===== config.mk =====
export PLATFORM = sky130hd
export DESIGN_NAME = rgal_top
export DESIGN_NICKNAME = d
export VERILOG_FILES = /design/src/common/rgal_pkg.sv /design/src/common/rgal_cfg_if.sv /design/src/rgal_audio_dec.sv /design/src/rgal_ceiling_dec.sv /design/src/rgal_top.sv
export VERILOG_INCLUDE_DIRS = /design/src /design/src/common
export SDC_FILE = /design/constraint.sdc
export NUM_CORES = 1
export LEC_CHECK = 0
export ABC_AREA = 1
export BUFFER_PORTS_ARGS = -buffer_cell sky130_fd_sc_hd__buf_2
export CAP_MARGIN = 40
export CORE_AREA = 2 2 86 88
export CTS_CLUSTER_SIZE = 24
export DETAILED_ROUTE_END_ITERATION = 16
export DIE_AREA = 0 0 88 90
export PLACE_DENSITY_LB_ADDON = 0.2
export RECOVER_POWER = 50
export REMOVE_ABC_BUFFERS = 1
export SETUP_SLACK_MARGIN = 0.05
export SYNTH_ARGS = -nofsm -noshare
export SYNTH_HDL_FRONTEND = slang
export SYNTH_SLANG_ARGS = --single-unit

===== constraint.sdc =====
create_clock -name i_ref_clk -period 2 [get_ports i_ref_clk]
set_input_delay 0.3 -clock i_ref_clk [delete_from_list [all_inputs] [get_ports i_ref_clk]]
set_output_delay 0.3 -clock i_ref_clk [all_outputs]
set_load 0.02 [all_outputs]

===== src/common/rgal_defs.svh =====
// Register map, field positions and reset values of the RGB2 / audio control slice.
// Assumes a 32-bit AHB-Lite bus; each 8-bit register sits in the low byte of one word.
`ifndef RGAL_DEFS_SVH
`define RGAL_DEFS_SVH

// Register indices; byte address is four times the index
`define RGAL_IDX_RGB2       8'h13
`define RGAL_IDX_AUD1       8'h2A
`define RGAL_IDX_AUD2       8'h2B
`define RGAL_IDX_STAT       8'h30

// Reset values
`define RGAL_RST_RGB2       8'h00
`define RGAL_RST_AUD1       8'h03
`define RGAL_RST_AUD2       8'h00

// Writable bits of the second audio register
`define RGAL_AUD2_WMASK     8'h1F

// Field positions, current ceilings
`define RGAL_RED_HI         5
`define RGAL_RED_LO         4
`define RGAL_GREEN_HI       3
`define RGAL_GREEN_LO       2
`define RGAL_BLUE_HI        1
`define RGAL_BLUE_LO        0

// Field positions, first audio register
`define RGAL_GAIN_HI        7
`define RGAL_GAIN_LO        5
`define RGAL_FREQ_MODE_BIT  4
`define RGAL_AGC_BIT        3
`define RGAL_SYNC_BIT       2
`define RGAL_SRC_HI         1
`define RGAL_SRC_LO         0

// Field positions, second audio register
`define RGAL_AVG_BIT        4
`define RGAL_FILT_HI        3
`define RGAL_FILT_LO        2
`define RGAL_SPEED_HI       1
`define RGAL_SPEED_LO       0

// Gain step per code, in dB
`define RGAL_GAIN_STEP_DB   5'h03

`endif


===== src/common/rgal_pkg.sv =====
// Types shared by the RGB2 / audio control slice.
// Assumes the constants of rgal_defs.svh for positions and values.
package rgal_pkg;

	typedef logic [7:0] rgal_byte_t;

	typedef enum logic [1:0] {
		RGAL_SRC_AUDIO   = 2'b00,
		RGAL_SRC_TEMP    = 2'b01,
		RGAL_SRC_AMBIENT = 2'b10,
		RGAL_SRC_NONE    = 2'b11
	} rgal_adc_src_t;

	typedef enum logic [1:0] {
		RGAL_SPEED_FASTEST = 2'b00,
		RGAL_SPEED_FAST    = 2'b01,
		RGAL_SPEED_MEDIUM  = 2'b10,
		RGAL_SPEED_SLOW    = 2'b11
	} rgal_speed_t;

	typedef enum logic [1:0] {
		RGAL_HTRANS_IDLE   = 2'b00,
		RGAL_HTRANS_BUSY   = 2'b01,
		RGAL_HTRANS_NONSEQ = 2'b10,
		RGAL_HTRANS_SEQ    = 2'b11
	} rgal_htrans_t;

endpackage


===== src/common/rgal_cfg_if.sv =====
// Carries the three stored control registers from the register file to the decoders.
// Assumes one clock domain; the holder drives, the decoders only read.
`timescale 1ns/1ps
`default_nettype none
interface rgal_cfg_if;
	rgal_pkg::rgal_byte_t rgb2;
	rgal_pkg::rgal_byte_t aud1;
	rgal_pkg::rgal_byte_t aud2;

	modport holder (output rgb2, output aud1, output aud2);
	modport reader (input rgb2, input aud1, input aud2);
endinterface
`default_nettype wire


===== src/rgal_audio_dec.sv =====
// Decodes the gain code into dB and the converter source into one-hot selects.
// Assumes the stored registers reach it through rgal_cfg_if; one clock, async reset.
`include "rgal_defs.svh"
`timescale 1ns/1ps
`default_nettype none
module rgal_audio_dec (
	input  wire logic         i_ref_clk,
	input  wire logic         i_rst,
	rgal_cfg_if.reader        cfg,
	output var  logic [4:0]   o_gain_db,
	output var  logic [3:0]   o_src_onehot
);
	wire logic [2:0]          gain_code;
	wire rgal_pkg::rgal_adc_src_t src;
	wire logic [4:0]          next_gain_db;
	wire logic [3:0]          next_src_onehot;

	assign gain_code       = cfg.aud1[`RGAL_GAIN_HI:`RGAL_GAIN_LO];
	assign src             = rgal_pkg::rgal_adc_src_t'(cfg.aud1[`RGAL_SRC_HI:`RGAL_SRC_LO]);
	// 3 dB per code step, 0 to 21 dB
	assign next_gain_db    = 5'({2'b00, gain_code} * `RGAL_GAIN_STEP_DB);
	// Bit 0 audio pin, 1 temperature, 2 ambient light, 3 nothing
	assign next_src_onehot = 4'h1 << src;

	always_ff @(posedge i_ref_clk or posedge i_rst) begin
		if (i_rst) begin
			o_gain_db    <= 5'h00;
			o_src_onehot <= 4'h8;
		end else begin
			o_gain_db    <= next_gain_db;
			o_src_onehot <= next_src_onehot;
		end
	end
endmodule // rgal_audio_dec
`default_nettype wire


===== src/rgal_ceiling_dec.sv =====
// Turns the three 2-bit ceiling codes into a count of quarters of full scale.
// Assumes the stored register reaches it through rgal_cfg_if; one clock, async reset.
`include "rgal_defs.svh"
`timescale 1ns/1ps
`default_nettype none
module rgal_ceiling_dec (
	input  wire logic         i_ref_clk,
	input  wire logic         i_rst,
	rgal_cfg_if.reader        cfg,
	output var  logic [2:0]   o_quarters [3]
);
	// Index 0 blue, 1 green, 2 red; each field is two bits wide
	genvar g;
	generate
		for (g = 0; g < 3; g++) begin : g_colour
			wire logic [1:0] code;
			wire logic [2:0] next_quarters;
			assign code          = cfg.rgb2[2*g+1 -: 2];
			assign next_quarters = {1'b0, code} + 3'h1;
			always_ff @(posedge i_ref_clk or posedge i_rst) begin
				if (i_rst) begin
					o_quarters[g] <= 3'h1;
				end else begin
					o_quarters[g] <= next_quarters;
				end
			end
		end
	endgenerate
endmodule // rgal_ceiling_dec
`default_nettype wire


===== src/rgal_top.sv =====
// RGB2 current ceilings and audio / converter control registers behind an AHB-Lite slave.
// Assumes a single AHB-Lite master, word transfers, one clock and async active-high reset.
//
// Functional notes
// - The red group-2 ceiling is bits 5:4 of the current register, 00..11 giving 1..4 quarters.
// - The green group-2 ceiling is bits 3:2, 00..11 giving quarter steps up to full scale.
// - The blue group-2 ceiling is bits 1:0, 00..11 giving quarter steps up to full scale.
// - Audio register one bits 7:5 hold the gain code, 3 dB per step from 0 dB to 21 dB.
// - Audio register one bit 4 picks amplitude-following (0) or frequency-following (1).
// - Audio register one bit 3 enables automatic gain control when set.
// - Audio register one bit 2 enables audio synchronisation of the colour LEDs when set.
// - Audio register one bits 1:0 pick audio pin, temperature, ambient light or none (reset).
// - Audio register two bit 4 enables averaging of the audio or converter signal when set.
// - Audio register two bits 3:2 hold the filtering scheme code.
// - Audio register two bits 1:0 set LED response speed, fastest at reset to slow.
`include "rgal_defs.svh"
`timescale 1ns/1ps
`default_nettype none
module rgal_top (
	input  wire logic         i_ref_clk,
	input  wire logic         i_rst,
	// AHB-Lite slave
	input  wire logic         i_hsel,
	input  wire logic [31:0]  i_haddr,
	input  wire logic [1:0]   i_htrans,
	input  wire logic         i_hwrite,
	input  wire logic [2:0]   i_hsize,
	input  wire logic [31:0]  i_hwdata,
	input  wire logic         i_hready,
	output var  logic [31:0]  o_hrdata,
	output var  logic         o_hreadyout,
	output var  logic         o_hresp,
	// Current ceilings, raw codes
	output var  logic [1:0]   o_red_group2_ceiling,
	output var  logic [1:0]   o_green_group2_ceiling,
	output var  logic [1:0]   o_blue_group2_ceiling,
	// Current ceilings, quarters of full scale (1..4)
	output var  logic [2:0]   o_red_group2_quarters,
	output var  logic [2:0]   o_green_group2_quarters,
	output var  logic [2:0]   o_blue_group2_quarters,
	// Audio path controls
	output var  logic [2:0]   o_gain_code,
	output var  logic [4:0]   o_gain_db,
	output var  logic         o_freq_mode,
	output var  logic         o_agc_enable,
	output var  logic         o_sync_enable,
	output var  logic [1:0]   o_adc_source,
	output var  logic         o_sel_single_ended_audio_pin,
	output var  logic         o_sel_temperature,
	output var  logic         o_sel_ambient_light,
	output var  logic         o_avg_enable,
	output var  logic [1:0]   o_filter_scheme,
	output var  logic [1:0]   o_response_speed
);

	// Stored registers
	rgal_pkg::rgal_byte_t     rgb2;
	rgal_pkg::rgal_byte_t     aud1;
	rgal_pkg::rgal_byte_t     aud2;

	// Data-phase state latched from the address phase
	logic                     dp_write;
	logic [7:0]               dp_idx;

	// Decoder outputs
	logic [2:0]               quarters [3];
	logic [4:0]               gain_db;
	logic [3:0]               src_onehot;

	// Address-phase decode
	wire logic                ap_valid;
	wire logic                ap_aligned;
	wire logic [7:0]          ap_idx;
	wire logic                ap_read;

	// Data-phase write strobes
	wire logic                wr_rgb2;
	wire logic                wr_aud1;
	wire logic                wr_aud2;
	wire logic [7:0]          wdata;

	// Next register values
	wire rgal_pkg::rgal_byte_t next_rgb2;
	wire rgal_pkg::rgal_byte_t next_aud1;
	wire rgal_pkg::rgal_byte_t next_aud2;
	wire logic [7:0]          stat_byte;
	wire logic [7:0]          rd_byte;
	wire logic [31:0]         next_hrdata;

	rgal_cfg_if cfg ();

	assign cfg.rgb2 = rgb2;
	assign cfg.aud1 = aud1;
	assign cfg.aud2 = aud2;

	// ---------------- Address phase ----------------
	assign ap_valid   = i_hsel & i_htrans[1] & i_hready;
	assign ap_aligned = (i_haddr[31:10] == 22'h00_0000) & (i_haddr[1:0] == 2'b00);
	// Unmapped or misaligned addresses decode to an index nothing answers to
	assign ap_idx     = ap_aligned ? i_haddr[9:2] : 8'hFF;
	assign ap_read    = ap_valid & ~i_hwrite;

	always_ff @(posedge i_ref_clk or posedge i_rst) begin
		if (i_rst) begin
			dp_write <= 1'b0;
			dp_idx   <= 8'hFF;
		end else if (i_hready) begin
			dp_write <= ap_valid & i_hwrite;
			dp_idx   <= ap_idx;
		end
	end

	// ---------------- Data phase writes ----------------
	assign wdata   = i_hwdata[7:0];
	assign wr_rgb2 = dp_write & (dp_idx == `RGAL_IDX_RGB2);
	assign wr_aud1 = dp_write & (dp_idx == `RGAL_IDX_AUD1);
	assign wr_aud2 = dp_write & (dp_idx == `RGAL_IDX_AUD2);

	assign next_rgb2 = wr_rgb2 ? wdata : rgb2;
	assign next_aud1 = wr_aud1 ? wdata : aud1;
	// Upper three bits never store
	assign next_aud2 = wr_aud2 ? (wdata & `RGAL_AUD2_WMASK) : aud2;

	always_ff @(posedge i_ref_clk or posedge i_rst) begin
		if (i_rst) begin
			rgb2 <= `RGAL_RST_RGB2;
			aud1 <= `RGAL_RST_AUD1;
			aud2 <= `RGAL_RST_AUD2;
		end else begin
			rgb2 <= next_rgb2;
			aud1 <= next_aud1;
			aud2 <= next_aud2;
		end
	end

	// ---------------- Reads ----------------
	// Applied state: gain in dB and the active converter source
	// One-hot back to the two-bit source code; none reads as 11
	assign stat_byte = {1'b0, gain_db[4:0], src_onehot[2] | src_onehot[3],
		src_onehot[1] | src_onehot[3]};

	// Next values are used so a read right behind a write sees the new data
	assign rd_byte =
		(ap_idx == `RGAL_IDX_RGB2) ? next_rgb2 :
		(ap_idx == `RGAL_IDX_AUD1) ? next_aud1 :
		(ap_idx == `RGAL_IDX_AUD2) ? next_aud2 :
		(ap_idx == `RGAL_IDX_STAT) ? stat_byte :
		8'h00;

	assign next_hrdata = ap_read ? {24'h00_0000, rd_byte} : 32'h0000_0000;

	always_ff @(posedge i_ref_clk or posedge i_rst) begin
		if (i_rst) begin
			o_hrdata    <= 32'h0000_0000;
			o_hreadyout <= 1'b0;
			o_hresp     <= 1'b0;
		end else begin
			if (i_hready) begin
				o_hrdata <= next_hrdata;
			end
			o_hreadyout <= 1'b1;
			o_hresp     <= 1'b0;
		end
	end

	// ---------------- Decoders ----------------
	rgal_ceiling_dec u_ceiling_dec (
		.i_ref_clk  (i_ref_clk),
		.i_rst      (i_rst),
		.cfg        (cfg),
		.o_quarters (quarters)
	);

	rgal_audio_dec u_audio_dec (
		.i_ref_clk    (i_ref_clk),
		.i_rst        (i_rst),
		.cfg          (cfg),
		.o_gain_db    (gain_db),
		.o_src_onehot (src_onehot)
	);

	// ---------------- Outputs, all straight from flip-flops ----------------
	assign o_red_group2_ceiling   = rgb2[`RGAL_RED_HI:`RGAL_RED_LO];
	assign o_green_group2_ceiling = rgb2[`RGAL_GREEN_HI:`RGAL_GREEN_LO];
	assign o_blue_group2_ceiling  = rgb2[`RGAL_BLUE_HI:`RGAL_BLUE_LO];

	assign o_red_group2_quarters   = quarters[2];
	assign o_green_group2_quarters = quarters[1];
	assign o_blue_group2_quarters  = quarters[0];

	assign o_gain_code   = aud1[`RGAL_GAIN_HI:`RGAL_GAIN_LO];
	assign o_gain_db     = gain_db;
	assign o_freq_mode   = aud1[`RGAL_FREQ_MODE_BIT];
	assign o_agc_enable  = aud1[`RGAL_AGC_BIT];
	assign o_sync_enable = aud1[`RGAL_SYNC_BIT];
	assign o_adc_source  = aud1[`RGAL_SRC_HI:`RGAL_SRC_LO];

	assign o_sel_single_ended_audio_pin = src_onehot[0];
	assign o_sel_temperature            = src_onehot[1];
	assign o_sel_ambient_light          = src_onehot[2];

	assign o_avg_enable     = aud2[`RGAL_AVG_BIT];
	assign o_filter_scheme  = aud2[`RGAL_FILT_HI:`RGAL_FILT_LO];
	assign o_response_speed = aud2[`RGAL_SPEED_HI:`RGAL_SPEED_LO];

	// Size of a transfer is not checked: only the low byte lane carries data
	wire logic unused_ok;
	assign unused_ok = &{1'b0, i_hsize, i_hwdata[31:8]};

endmodule // rgal_top
`default_nettype wire


# Word level (Yosys, flattened, before mapping)
# Cells that the tools add are included.
[word_totals]
ff_bits = 84
input_bits = 74
out_inout_bits = 70
word_cells = 46
[classes]
n_addsub = 3
multipliers = 1
eq_ne = 7
shifts = 1
n_mux = 9
bitwise_logic = 11
n_reduce_logical = 2
[ops]
columns = ["cell", "n"]
rows = [
  ["$mux W8", 8],
  ["$eq A8 B6 Y1 const B", 5],
  ["$logic_not A22 Y1", 1],
  ["$eq A8 B5 Y1 const B", 2],
  ["$add A2 B1 Y3 const B", 3],
  ["$and A1 B1 Y1", 8],
  ["$mux W7", 1],
  ["$mul A3 B2 Y5 const B", 1],
  ["$shl A1 B2 Y4 const A", 1],
  ["$logic_not A2 Y1", 1],
  ["$or A1 B1 Y1", 2],
  ["$not A1 Y1", 1],
]

# Depth between registers and ports, before layout
# Gate-level depths: netlist of run 1.
[depth]
word_depth = 9
ltp_mapped = 13
ltp_nobuf = 13

# Hierarchy
# From an unflattened synthesis of run 1, not the netlist that was laid out.
[hier_totals]
cells_unflattened = 395
area_unflattened_um2 = 3268.1
[by_module_without_submodules]
columns = ["module", "instances", "cells_per_inst", "area_each_um2", "seq_area_each_um2"]
rows = [
  ["rgal_top", 1, 351, 2655.0, 1063.5],
  ["rgal_audio_dec", 1, 28, 331.6, 226.5],
  ["rgal_ceiling_dec", 1, 16, 281.5, 229.0],
]

# Worst setup path before layout of run 1
# Ideal clock, no wire load.
[synth_path]
path_kind = "flip-flop to flip-flop"
from = "register dp_idx[0]"
to = "register o_hrdata[0]"
setup_ns = 0.119
arrival_time_ns = 1.492
required_ns = 1.881
slack_ns = 0.389
path_stages_with_launch = 11
n_path_buf = 1
synth_period_minus_slack_ns = 1.611
path_cell_list = "dfstp_2 -> nand2_1 -> nor3_1 -> nand4_2 -> buf_2 -> nand2_1 -> o21ai_0 -> o21ai_1 -> inv_1 -> o21ai_2 -> nand2_2"
[synth_via]
word_cells_on_any_way = 13
classes_between = "3 x eq/ne; 7 x mux; 3 x bitwise"
[synth_rtl]
columns = ["item", "line_no", "source"]
rows = [
  ["from (decl)", "rgal_top.sv:63", "logic [7:0] dp_idx;"],
  ["from (signal assigned)", "rgal_top.sv:109", "dp_idx <= ap_idx;"],
  ["$eq A8 B5 Y1 (no source line)", "-", ""],
  ["$and A1 B1 Y1", "rgal_top.sv:115", "assign wr_rgb2 = dp_write & (dp_idx == `RGAL_IDX_RGB2);"],
  ["$mux W8", "rgal_top.sv:119", "assign next_rgb2 = wr_rgb2 ? wdata : rgb2;"],
  ["via next_rgb2[0]", "rgal_top.sv:83", "wire rgal_pkg::rgal_byte_t next_rgb2;"],
  ["$mux W8", "rgal_top.sv:144", "(ap_idx == `RGAL_IDX_RGB2) ? next_rgb2 :"],
  ["$mux W8", "rgal_top.sv:150", "assign next_hrdata = ap_read ? {24'h00_0000, rd_byte} : 32'h0000_0000;"],
  ["to (signal assigned)", "rgal_top.sv:159", "o_hrdata <= next_hrdata;"],
  ["to (decl)", "rgal_top.sv:30", "output var logic [31:0] o_hrdata,"],
]
# The timed path passes the listed nets, and every way through them passes these cells.
# A chain may end at the register's enable or synchronous reset.

# Final worst setup path of run 1
[layout_path]
from = "register dp_idx[5]"
to = "register o_hrdata[0]"
[layout_via]
word_cells_on_any_way = 13
classes_between = "3 x eq/ne; 7 x mux; 3 x bitwise"
[layout_rtl]
columns = ["item", "line_no", "source"]
rows = [
  ["$eq A8 B6 Y1 (no source line)", "-", ""],
  ["$and A1 B1 Y1", "rgal_top.sv:116", "assign wr_aud1 = dp_write & (dp_idx == `RGAL_IDX_AUD1);"],
  ["$mux W8", "rgal_top.sv:120", "assign next_aud1 = wr_aud1 ? wdata : aud1;"],
  ["via next_aud1[0]", "rgal_top.sv:84", "wire rgal_pkg::rgal_byte_t next_aud1;"],
  ["$mux W8", "rgal_top.sv:145", "(ap_idx == `RGAL_IDX_AUD1) ? next_aud1 :"],
  ["$mux W8", "rgal_top.sv:144", ""],
  ["$mux W8", "rgal_top.sv:150", ""],
]
# The timed path passes the listed nets, and every way through them passes these cells.

==> impl_metrics.csv, run 1 <==
group,metric,value,unit
clocking,cts.sinks,60,
sta,fmax,0.551,GHz
global_route,grt_use_total,19.9,%
power_and_ir_drop,total_power,2.54,mW
hold_path,min_path_cells,3,
setup_path,arrival,2.05,ns
finish,final_cell_mix,"buf_2, nand2_1, dfrtp_1",
setup_path,cp_max_fo,15,
sta,fin_crit_sh,90.7,%
route,wl,7070,um
yosys,synth_cell_types,34,
floorplan,start_util,45.9,%
sta,relSlewSlack,46.4,%
global_route,grt_pass1_wl,12100,um
hold_path,hp-class,"primary input to flop",
placement,routabilityCongestion,0.825,
yosys,synth_warnings,0,
yosys,yosysSeqAreaShare,47.1,%
route,drtPass1Iterations,4,
route,vias,2588,
clocking,clock_path_buffers,2,
route,highest-signal-layer,"met4",
setup_path,worst-path-buf-inv,1,
route,met3_wirelength,454,um
setup_path,required,2.24,ns
yosys,syn_avg_cell_area,8.60,um2
route,drtIter0Drc,120,
finish,fin_area,3850,um2
finish,nNetsFinal,548,
run_status,status,"complete, no violations",
route,wl_met1,3270,um
power_and_ir_drop,p_int,1.87,mW
clocking,tritoncts,"built",
setup_path,critical_path.slowest_cell,"dfstp_2",
power_and_ir_drop,swShare,26.4,%
sta,skew,0.00816,ns
sta,final_max_slew_viol_count,0,
global_route,grt_overflow_total,0,
setup_path,cp_num_cells,10,
placement,dpl_cell_area,3640,um2
global_route,antenna_found_initial,0,
floorplan,core_area,7020,um2
clocking,clk_latency,0.35,ns
global_route,grt_start_max_net_pins,34,
setup_path,cpPeakStageDelay,0.54,ns
clocking,cts_root_buf,"clkbuf_8",
floorplan,die_height,90,um
floorplan,rows,31,
placement,dp_hpwl,5260,um
floorplan,die_w,88,um
sta,tightestPinTransition,0.803,ns
yosys,synth_edf_count,0,
setup_path,critPathKind,"flop to flop",
sta,min_period,1.81,ns
route,drtAntennaViolNets,0,
finish,syn_to_final_growth,19.4,%
power_and_ir_drop,pwr-share-comb,7.3,%
power_and_ir_drop,p_leak,2.07,nW
setup_path,reg2reg_depth,10,
setup_path,end_kind,"flop",
power_and_ir_drop,vdd_drop_max,0.341,mV
sta,setup_violations,0,
route,wl_per_cell,12.4,um
route,wl_met2,3210,um
setup_path,startpoint_type,"flop",
yosys,synth-main-ff-cell,"dfrtp_1",
route,vias_per_cell,4.53,
placement,numPortBuffers,90,
yosys,async_flop_share,100,%
floorplan,die_area,7920,um2
finish,drive_gt1_share,35.0,%
clocking,clkTransAtPathRegs,0.08,ns
finish,n_antenna_cell,0,
sta,finalHoldViolCount,0,
sta,fin_tns_setup,0,ns
route,drcViolationCount,0,
clocking,numCtsBuffers,9,
yosys,ys_ff_latch,60,
power_and_ir_drop,pwr-share-clk,43.6,%
setup_path,cp_top_family,"simple AND/OR/NAND/NOR gates",
setup_path,path_cells,"nand3_1 -> nor3_2 -> nand2_4 -> buf_4 -> nand2_1 -> o21ai_0 -> nand3_1 -> nand2_1 -> o21ai_2 -> nand2_2",
yosys,syn_inst,375,
yosys,synth.cell_area,3230,um2
power_and_ir_drop,seq_power_share,49.1,%
run,maxCapViolations,0,
floorplan,io_pins,144,
power_and_ir_drop,switchingPower,672,uW
sta,rsz0062_at_grt,"true",
finish,layout_commonest_cell,"buf_2",
clocking,htreeDepth,3,
power_and_ir_drop,power_density,661,nW/um2
global_route,first_global_vias,2585,
cells in the mapped netlist (all sizes together), types with 2 or more instances:
master  number  area share, %
dfrtp       46             36
nand4        2           0.58
dfstp       14             11
buf         39            9.0
clkbuf       2           0.23
a21oi        2           0.66
nor2        50            8.4
conb         2           0.23
nand3       34            6.1
o21ai       40            6.9
ha           6            2.3
inv         39            4.5
nor3         5           0.93
or2          2           0.39
nand2       87             11
area by class of cell:
cell class / count / area (um2)
Tap cell: 99 / 124
Sequential cell: 60 / 1520
Inverter: 40 / 150
Fill cell: 667 / 3170
Timing Repair Buffer: 98 / 500
Clock inverter: 7 / 75.1
Multi-Input combinational cell: 258 / 1360
Clock buffer: 9 / 124
sequential cells by signal, summed over array words and instances, names as in the netlist, 4 cells and up:
| signal | count |
|---|---|
| aud1 | 8 |
| aud2 | 8 |
| cfg.rgb2 | 8 |
| dp_idx | 8 |
| o_hrdata | 8 |
| u_audio_dec.o_gain_db | 5 |
| u_audio_dec.o_src_onehot | 4 |
| u_ceiling_dec.o_quarters | 9 |
worst register-to-register path, delay by kind of cell (launching register included):
kind,cells,cell delay [ns]
flip-flops,1,0.54
AO/OA/AOI/OAI,2,0.26
AND/OR/NAND/NOR,7,0.73
buffers and inverters,1,0.17
worst paths after layout:
| check | from | end | slack (ns) |
|---|---|---|---|
| min in group asynchronous | i_rst | cfg.rgb2[0]$_DFF_PP0_ | 0.44 |
| worst max register to register | dp_idx[5]$_DFFE_PP1P_ | o_hrdata[0]$_DFFE_PP0P_ | 0.19 |
| worst min-delay path | i_hwdata[7] | cfg.rgb2[7]$_DFF_PP0_ | 0.23 |
| worst max-delay path | dp_idx[5]$_DFFE_PP1P_ | o_hrdata[0]$_DFFE_PP0P_ | 0.19 |
| max in group asynchronous | i_rst | o_hrdata[7]$_DFFE_PP0P_ | 0.49 |
| worst min register to register | cfg.rgb2[2]$_DFF_PP0_ | u_ceiling_dec.o_quarters[3]$_DFF_PP1_ | 0.43 |
timing repair:
action | 4_1_cts | 5_1_grt
endpoints found under the hold margin | 6 | 0
buffers inserted | 0 | 1
gates resized for setup | 0 | 3
hold buffers | 1 | 0
endpoints found under the setup margin | 0 | 3
cell families after synthesis:
group | Yosys count | synth area share [%]
flops | 60 | 47.1
xor+xnor | 1 | 0.272
simple gates | 180 | 27.5
buf+inv | 81 | 13.9
fa+ha+maj | 7 | 2.95
other cells | 2 | 0.233
compound gates | 44 | 7.99
metal layers:
layer	vias to the layer above	GRT usage, %
li1	1310	-
met3	14	4.78
met2	84	30.1
met1	1180	27.1
met4	0	8.08
met5	-	0
stage by stage:
step	setup slack, ns	hold slack, ns	utilization, %	instances
final	0.186	0.235	54.8	571
after global routing	0.0151	0.256	54.8	571
after CTS	0.164	0.214	54.8	570
after detailed placement	0.0465	0.213	51.8	553
after global placement	0.102	0.208	51.8	553
after floorplan	0.238	0.369	-	358
power groups by stage:
stage          registers (mW)  logic [mW]  clock network [mW]
4_1_cts                  1.25       0.190                1.13
2_1_floorplan            1.28       0.101                   0
6_report                 1.25       0.186                1.11
3_5_place_dp             1.27       0.188                   0
3_3_place_gp             1.27       0.185                   0
5_1_grt                  1.25       0.212                1.18
Note: power is estimated with default switching activity, not from simulation.
==> run 2, diff against run 1 <==
--- a/config.mk
+++ b/config.mk
@@ -9,10 +9,11 @@
 export ABC_AREA = 1
 export BUFFER_PORTS_ARGS = -buffer_cell sky130_fd_sc_hd__buf_2
 export CAP_MARGIN = 40
-export CORE_AREA = 2 2 86 88
+export CORE_AREA = 2 2 85 87
+export CTS_BUF_LIST = sky130_fd_sc_hd__clkbuf_8
 export CTS_CLUSTER_SIZE = 24
 export DETAILED_ROUTE_END_ITERATION = 16
-export DIE_AREA = 0 0 88 90
+export DIE_AREA = 0 0 87 89
 export PLACE_DENSITY_LB_ADDON = 0.2
 export RECOVER_POWER = 50
 export REMOVE_ABC_BUFFERS = 1
==> run 2 against run 1 <==
  * Combinational power barely moved
  * Die area is 2.2% lower
  * Sequential power is essentially flat
  * Largest cell class unchanged
  * Critical endpoint is now o_hrdata[4]$_DFFE_PP0P_
  * Clock power rose by 11%
  * Sequential share of layout area rose by 0.43 points
  * Sequential cell count is the same
  * Setup slack better by 0.012 ns
  * Total power is 4.6% higher
  * Non-clock buffer count is 3 lower
  * Routed wire length increased by 2.5%
  * Clock-buffer cell count unchanged
  * Critical path depth shrank 1
==> impl_metrics.csv, run 2 (synthesized netlist as in run 1, its figures left out) <==
group,metric,value,unit
clocking,cts.sinks,60,
global_route,grt_start_max_net_pins,61,
clocking,tritoncts,"built",
route,wl,7250,um
finish,drive_gt1_share,35.0,%
setup_path,required,2.23,ns
power_and_ir_drop,power_density,699,nW/um2
global_route,antenna_found_initial,0,
route,drcViolationCount,0,
sta,skew,0.00980,ns
floorplan,core_area,6720,um2
sta,fin_crit_sh,90.1,%
setup_path,critical_path.slowest_cell,"dfstp_2",
floorplan,die_w,87,um
clocking,clk_latency,0.35,ns
global_route,grt_busiest_layer,"met2",
setup_path,path_cells,"nand3_1 -> nor3_2 -> nand2_2 -> nand2_1 -> o21ai_0 -> nand3_1 -> nand2_1 -> o21ai_2 -> nand2_2",
floorplan,start_util,48.0,%
placement,dpl_cell_area,3620,um2
finish,nNetsFinal,545,
clocking,clkTransAtPathRegs,0.07,ns
route,drtPass1Iterations,4,
clocking,cts_root_buf,"clkbuf_8",
route,vias,2629,
global_route,grt_use_total,19.8,%
sta,finalHoldViolCount,0,
sta,setup_violations,0,
sta,tightestPinTransition,1.44,ns
finish,syn_to_final_growth,18.1,%
sta,relSlewSlack,3.82,%
clocking,clock_path_buffers,2,
sta,final_max_slew_viol_count,0,
clocking,numCtsBuffers,9,
floorplan,die_area,7740,um2
global_route,grt_overflow_total,0,
placement,dp_hpwl,5360,um
setup_path,cp_max_fo,16,
floorplan,die_height,89,um
run,maxCapViolations,0,
setup_path,arrival,2.04,ns
finish,fin_area,3810,um2
hold_path,hp-class,"primary input to flop",
route,drtIter0Drc,130,
finish,largest-register,"u_ceiling_dec.o_quarters",
global_route,grt_pass1_wl,11700,um
finish,largest_reg_flops,9,
power_and_ir_drop,p_leak,2.08,nW
finish,n_antenna_cell,0,
route,wl_per_cell,13.2,um
setup_path,critPathKind,"flop to flop",
global_route,grtUsageMet1,25.8,%
finish,layout_commonest_cell,"buf_2",
sta,fmax,0.555,GHz
power_and_ir_drop,vdd_drop_max,0.303,mV
placement,routabilityCongestion,0.814,
sta,min_period,1.80,ns
route,vias_per_cell,4.79,
global_route,use_met2,32.4,%
setup_path,startpoint_type,"flop",
global_route,gr-usage-met3,2.86,%
sta,fin_tns_setup,0,ns
clocking,htreeDepth,3,
setup_path,ff2ff_setup_slack,0.20,ns
route,drtAntennaViolNets,0,
finish,n_fill_cell,643,
finish,final_cell_mix,"buf_2, nand2_1, dfrtp_1",
floorplan,io_pins,144,
placement,numPortBuffers,90,
setup_path,end_kind,"flop",
sta,rsz0062_at_grt,"false",
setup_path,cpPeakStageDelay,0.55,ns
floorplan,rows,30,
run_status,status,"complete, no violations",
global_route,first_global_vias,2487,
run 2: stage by stage:
| stage | power (mW) | hold slack (ns) | instances | setup slack, ns | utilization, % |
|---|---|---|---|---|---|
| 2_1_floorplan | 1.38 | 0.369 | 358 | 0.238 | - |
| 3_3_place_gp | 1.46 | 0.383 | 533 | 0.114 | 53.8 |
| 3_5_place_dp | 1.46 | 0.383 | 533 | 0.0990 | 53.8 |
| 4_1_cts | 2.69 | 0.00564 | 549 | 0.150 | 57.2 |
| 5_1_grt | 2.76 | 0.238 | 549 | 0.0438 | 56.7 |
| 6_report | 2.66 | 0.218 | 549 | 0.198 | 56.7 |
run 2: where the power goes:
part / total (mW) / switching [mW] / internal (mW)
sequential: 1.25 / 0.0134 / 1.24
clock: 1.23 / 0.519 / 0.707
combinational: 0.185 / 0.131 / 0.0537
run 2: metal layers:
metal | up-vias | part of all wire [%]
met1 | 1232 | 45
met3 | 10 | 5.4
met4 | 0 | 1.6
met5 | - | 0
li1 | 1307 | -
met2 | 80 | 48
run 2: cell type report:
class                           instances  area [um2]  area share (%)
Clock buffer                            9         124            3.25
Timing Repair Buffer                   95         484            12.7
Sequential cell                        60        1520            39.9
Multi-Input combinational cell        258        1330            35.0
Clock inverter                          7        98.8            2.60
Tap cell                               80         100            2.63
Inverter                               40         150            3.94
run 2: path summary, 6_finish.rpt:
path	startpoint	to	cells after the start
worst max-delay path	dp_idx[5]$_DFFE_PP1P_	o_hrdata[4]$_DFFE_PP0P_	9
max in group asynchronous	i_rst	aud2[1]$_DFF_PP0_	3
min in group asynchronous	i_rst	u_ceiling_dec.o_quarters[2]$_DFF_PP0_	3
worst min-delay path	i_hwrite	dp_write$_DFFE_PP0P_	3
worst min register to register	cfg.rgb2[0]$_DFF_PP0_	u_ceiling_dec.o_quarters[6]$_DFF_PP1_	1
worst max register to register	dp_idx[5]$_DFFE_PP1P_	o_hrdata[4]$_DFFE_PP0P_	9
run 2: critical path, delay by kind of cell, from the launching register on:
kind            cells  cell delay, ns
flops               1            0.55
compound gates      2            0.28
simple gates        7            0.85
run 2: timing repair:
item / 4_1_cts / 5_1_grt
setup buffers: 0 / 0
endpoints found under the hold margin: 0 / 0
setup endpoints to repair: 0 / 5
gates resized for setup: 0 / 4
hold buffers: 0 / 0
==> run 3, diff against run 2 <==
--- a/config.mk
+++ b/config.mk
@@ -6,14 +6,14 @@
 export SDC_FILE = /design/constraint.sdc
 export NUM_CORES = 1
 export LEC_CHECK = 0
-export ABC_AREA = 1
 export BUFFER_PORTS_ARGS = -buffer_cell sky130_fd_sc_hd__buf_2
 export CAP_MARGIN = 40
-export CORE_AREA = 2 2 85 87
+export CORE_AREA = 2 2 82 84
 export CTS_BUF_LIST = sky130_fd_sc_hd__clkbuf_8
 export CTS_CLUSTER_SIZE = 24
 export DETAILED_ROUTE_END_ITERATION = 16
-export DIE_AREA = 0 0 87 89
+export DIE_AREA = 0 0 84 86
+export GPL_TIMING_DRIVEN = 0
 export PLACE_DENSITY_LB_ADDON = 0.2
 export RECOVER_POWER = 50
 export REMOVE_ABC_BUFFERS = 1
==> run 3 against run 2 <==
  * The run now ends with negative setup slack left
  * Sequential share of layout area up 1.2 points
  * Total power grew 1.2%
  * Non-clock buffer count increased by 5
  * Largest power group unchanged
==> impl_metrics.csv, run 3 <==
group,metric,value,unit
sta,final_max_slew_viol_count,0,
clocking,htreeDepth,3,
sta,fin_crit_sh,112,%
power_and_ir_drop,vdd_drop_max,0.411,mV
setup_path,worst-path-buf-inv,1,
floorplan,start_util,47.0,%
run_status,status,"finished, violations left",
yosys,syn_inst,259,
finish,largest_reg_flops,9,
clocking,cts_root_buf,"clkbuf_8",
sta,fmax,0.448,GHz
route,drtAntennaViolNets,0,
finish,layout_commonest_cell,"buf_2",
power_and_ir_drop,power_density,729,nW/um2
yosys,async_flop_share,100,%
clocking,clock_path_buffers,2,
setup_path,end_kind,"flop",
finish,finish.utilization,58.9,%
global_route,first_global_vias,2163,
sta,min_period,2.23,ns
finish,nNetsFinal,433,
route,vias,2227,
clocking,tritoncts,"built",
route,wl,6660,um
global_route,grt_use_total,19.6,%
setup_path,startpoint_type,"flop",
finish,n_fill_cell,543,
global_route,grt_pass1_wl,10800,um
setup_path,cp_num_cells,6,
setup_path,critical_path.slowest_cell,"dfstp_2",
floorplan,rows,29,
route,vias_per_cell,5.13,
finish,final_cell_mix,"buf_2, dfrtp_1, conb_1",
sta,setup_ws,-0.231,ns
finish,n_antenna_cell,0,
setup_path,arrival,2.45,ns
sta,finalHoldViolCount,0,
yosys,yosysTopAreaCellShare,39.0,%
global_route,grt_start_max_net_pins,38,
finish,drive_gt1_share,46.8,%
floorplan,io_pins,144,
global_route,antenna_found_initial,0,
hold_path,hp-class,"primary input to flop",
yosys,synth_warnings,0,
floorplan,die_height,86,um
yosys,synth_edf_count,0,
sta,rsz0062_at_grt,"true",
finish,syn_to_final_growth,25.4,%
placement,place_ws,-0.536,ns
yosys,synth_commonest_cells,"dfrtp_1, buf_4, mux2_2, nor2_1, dfstp_2",
clocking,numCtsBuffers,9,
route,drtIter0Drc,111,
setup_path,cp_max_fo,7,
clocking,cts.sinks,60,
setup_path,critPathKind,"flop to flop",
floorplan,core_area,6280,um2
setup_path,cp_top_family,"simple AND/OR/NAND/NOR gates",
run,maxCapViolations,0,
sta,skew,0.00970,ns
yosys,synth_cell_types,45,
clocking,clkTransAtPathRegs,0.06,ns
sta,setup_violations,8,
setup_path,startpoint,"dp_idx[4]$_DFFE_PP1P_",
sta,relSlewSlack,9.03,%
route,wl_per_cell,15.3,um
yosys,ys_ff_latch,60,
yosys,yosysSeqAreaShare,51.5,%
sta,tightestPinTransition,1.36,ns
finish,largest-register,"u_ceiling_dec.o_quarters",
global_route,grt_overflow_total,0,
yosys,synthTopCellsByArea,"dfrtp_1, dfstp_2, buf_4",
yosys,synth.cell_area,2950,um2
floorplan,die_w,84,um
clocking,cts-hold-fix-buffers,0,
setup_path,reg2reg_depth,6,
power_and_ir_drop,p_leak,1.85,nW
yosys,syn_avg_cell_area,11.4,um2
yosys,synth_top_area_cell,"dfrtp_1",
setup_path,cpPeakStageDelay,0.53,ns
clocking,clk_latency,0.33,ns
yosys,synth-main-ff-cell,"dfrtp_1",
placement,dp_hpwl,4730,um
run_status,violations,"negative setup slack",
setup_path,ff2ff_setup_slack,-0.23,ns
power_and_ir_drop,total_power,2.69,mW
placement,routabilityCongestion,0.795,
sta,fin_tns_setup,-1.45,ns
setup_path,r2r-start,"dp_idx[4]$_DFFE_PP1P_",
route,drcViolationCount,0,
setup_path,required,2.22,ns
setup_path,path_cells,"or4b_4 -> nor3b_4 -> buf_12 -> mux2_4 -> o221a_4 -> a22o_1",
placement,numPortBuffers,90,
setup_path,endpoint,"o_hrdata[3]$_DFFE_PP0P_",
floorplan,die_area,7220,um2
yosys,synth_most_common_cell,"dfrtp_1",
setup_path,rr_endpoint,"o_hrdata[3]$_DFFE_PP0P_",
route,drtPass1Iterations,4,
[run 3: cell types whose count changed after synthesis, sizes merged, moves of 21 or more]
cell / delta
nor2: -30
nand3: -31
mux2: +21
inv: -29
o21ai: -28
nand2: -80
[run 3: worst min path at each step]
stage                                       endpoint  slack, ns  cells past startpoint                   from
2_1_floorplan                  dp_idx[5]$_DFFE_PP1P_       0.35                      1               i_hready
3_3_place_gp   u_ceiling_dec.o_quarters[6]$_DFF_PP1_       0.43                      1  cfg.rgb2[0]$_DFF_PP0_
3_5_place_dp   u_ceiling_dec.o_quarters[6]$_DFF_PP1_       0.43                      1  cfg.rgb2[0]$_DFF_PP0_
4_1_cts        u_ceiling_dec.o_quarters[8]$_DFF_PP0_       0.14                      2                  i_rst
5_1_grt                            aud1[6]$_DFF_PP0_       0.24                      2            i_hwdata[6]
6_report                        dp_write$_DFFE_PP0P_       0.24                      3            i_htrans[1]
[run 3: cell type report]
type / count / area, um2 / share of cell area, %
multi-input combinational: 171 / 1290 / 34.9
sequential: 60 / 1520 / 41.1
inverter: 10 / 37.5 / 1.02
timing repair buffer: 100 / 533 / 14.4
clock buffer: 13 / 179 / 4.84
tap: 77 / 96.3 / 2.61
clock inverter: 3 / 42.5 / 1.15
[run 3: cells by family (layout without fill, tap and decap cells)]
family,Yosys count,in the layout,share of synthesized area [%]
compound gates,45,45,10.7
buf+inv,52,126,11.2
flops,60,60,51.5
fa+ha+maj,7,7,3.22
simple gates,67,67,13.3
other cells,2,26,0.255
xor+xnor,1,1,0.297
mux,25,25,9.50
[run 3: metal layers]
metal | GRT usage, % | vias to the layer above | routed length [um]
met1 | 25.6 | 1072 | 2880
li1 | - | 1038 | -
met2 | 31.6 | 105 | 3120
met5 | 0 | - | 0
met3 | 5.49 | 12 | 536
met4 | 7.18 | 0 | 118
[run 3: repair_timing]
action | in CTS | in global routing
setup buffers | 6 | 2
endpoints found under the hold margin | 0 | 0
pin swaps | 9 | 5
resized for setup | 15 | 8
endpoints found under the setup margin | 32 | 12
[run 3: metrics by stage]
stage / instance area (um2) / cells / hold slack, ns
floorplan: 2750 / 241 / 0.350
global placement: 3290 / 408 / 0.428
detailed placement: 3330 / 410 / 0.430
CTS: 3670 / 432 / 0.141
global route: 3700 / 434 / 0.244
finish: 3700 / 434 / 0.236
[run 3: where the power goes]
group	total, mW	internal [mW]	switching [mW]	leakage, nW
Combinational	0.256	0.0827	0.173	0.988
Clock	1.17	0.709	0.458	0.112
Sequential	1.27	1.25	0.0235	0.747
[run 3: worst min-delay path, stage by stage]
cell and delay [ns]:
buf_2 0.09, nand4_1 0.07, o21ai_0 0.07
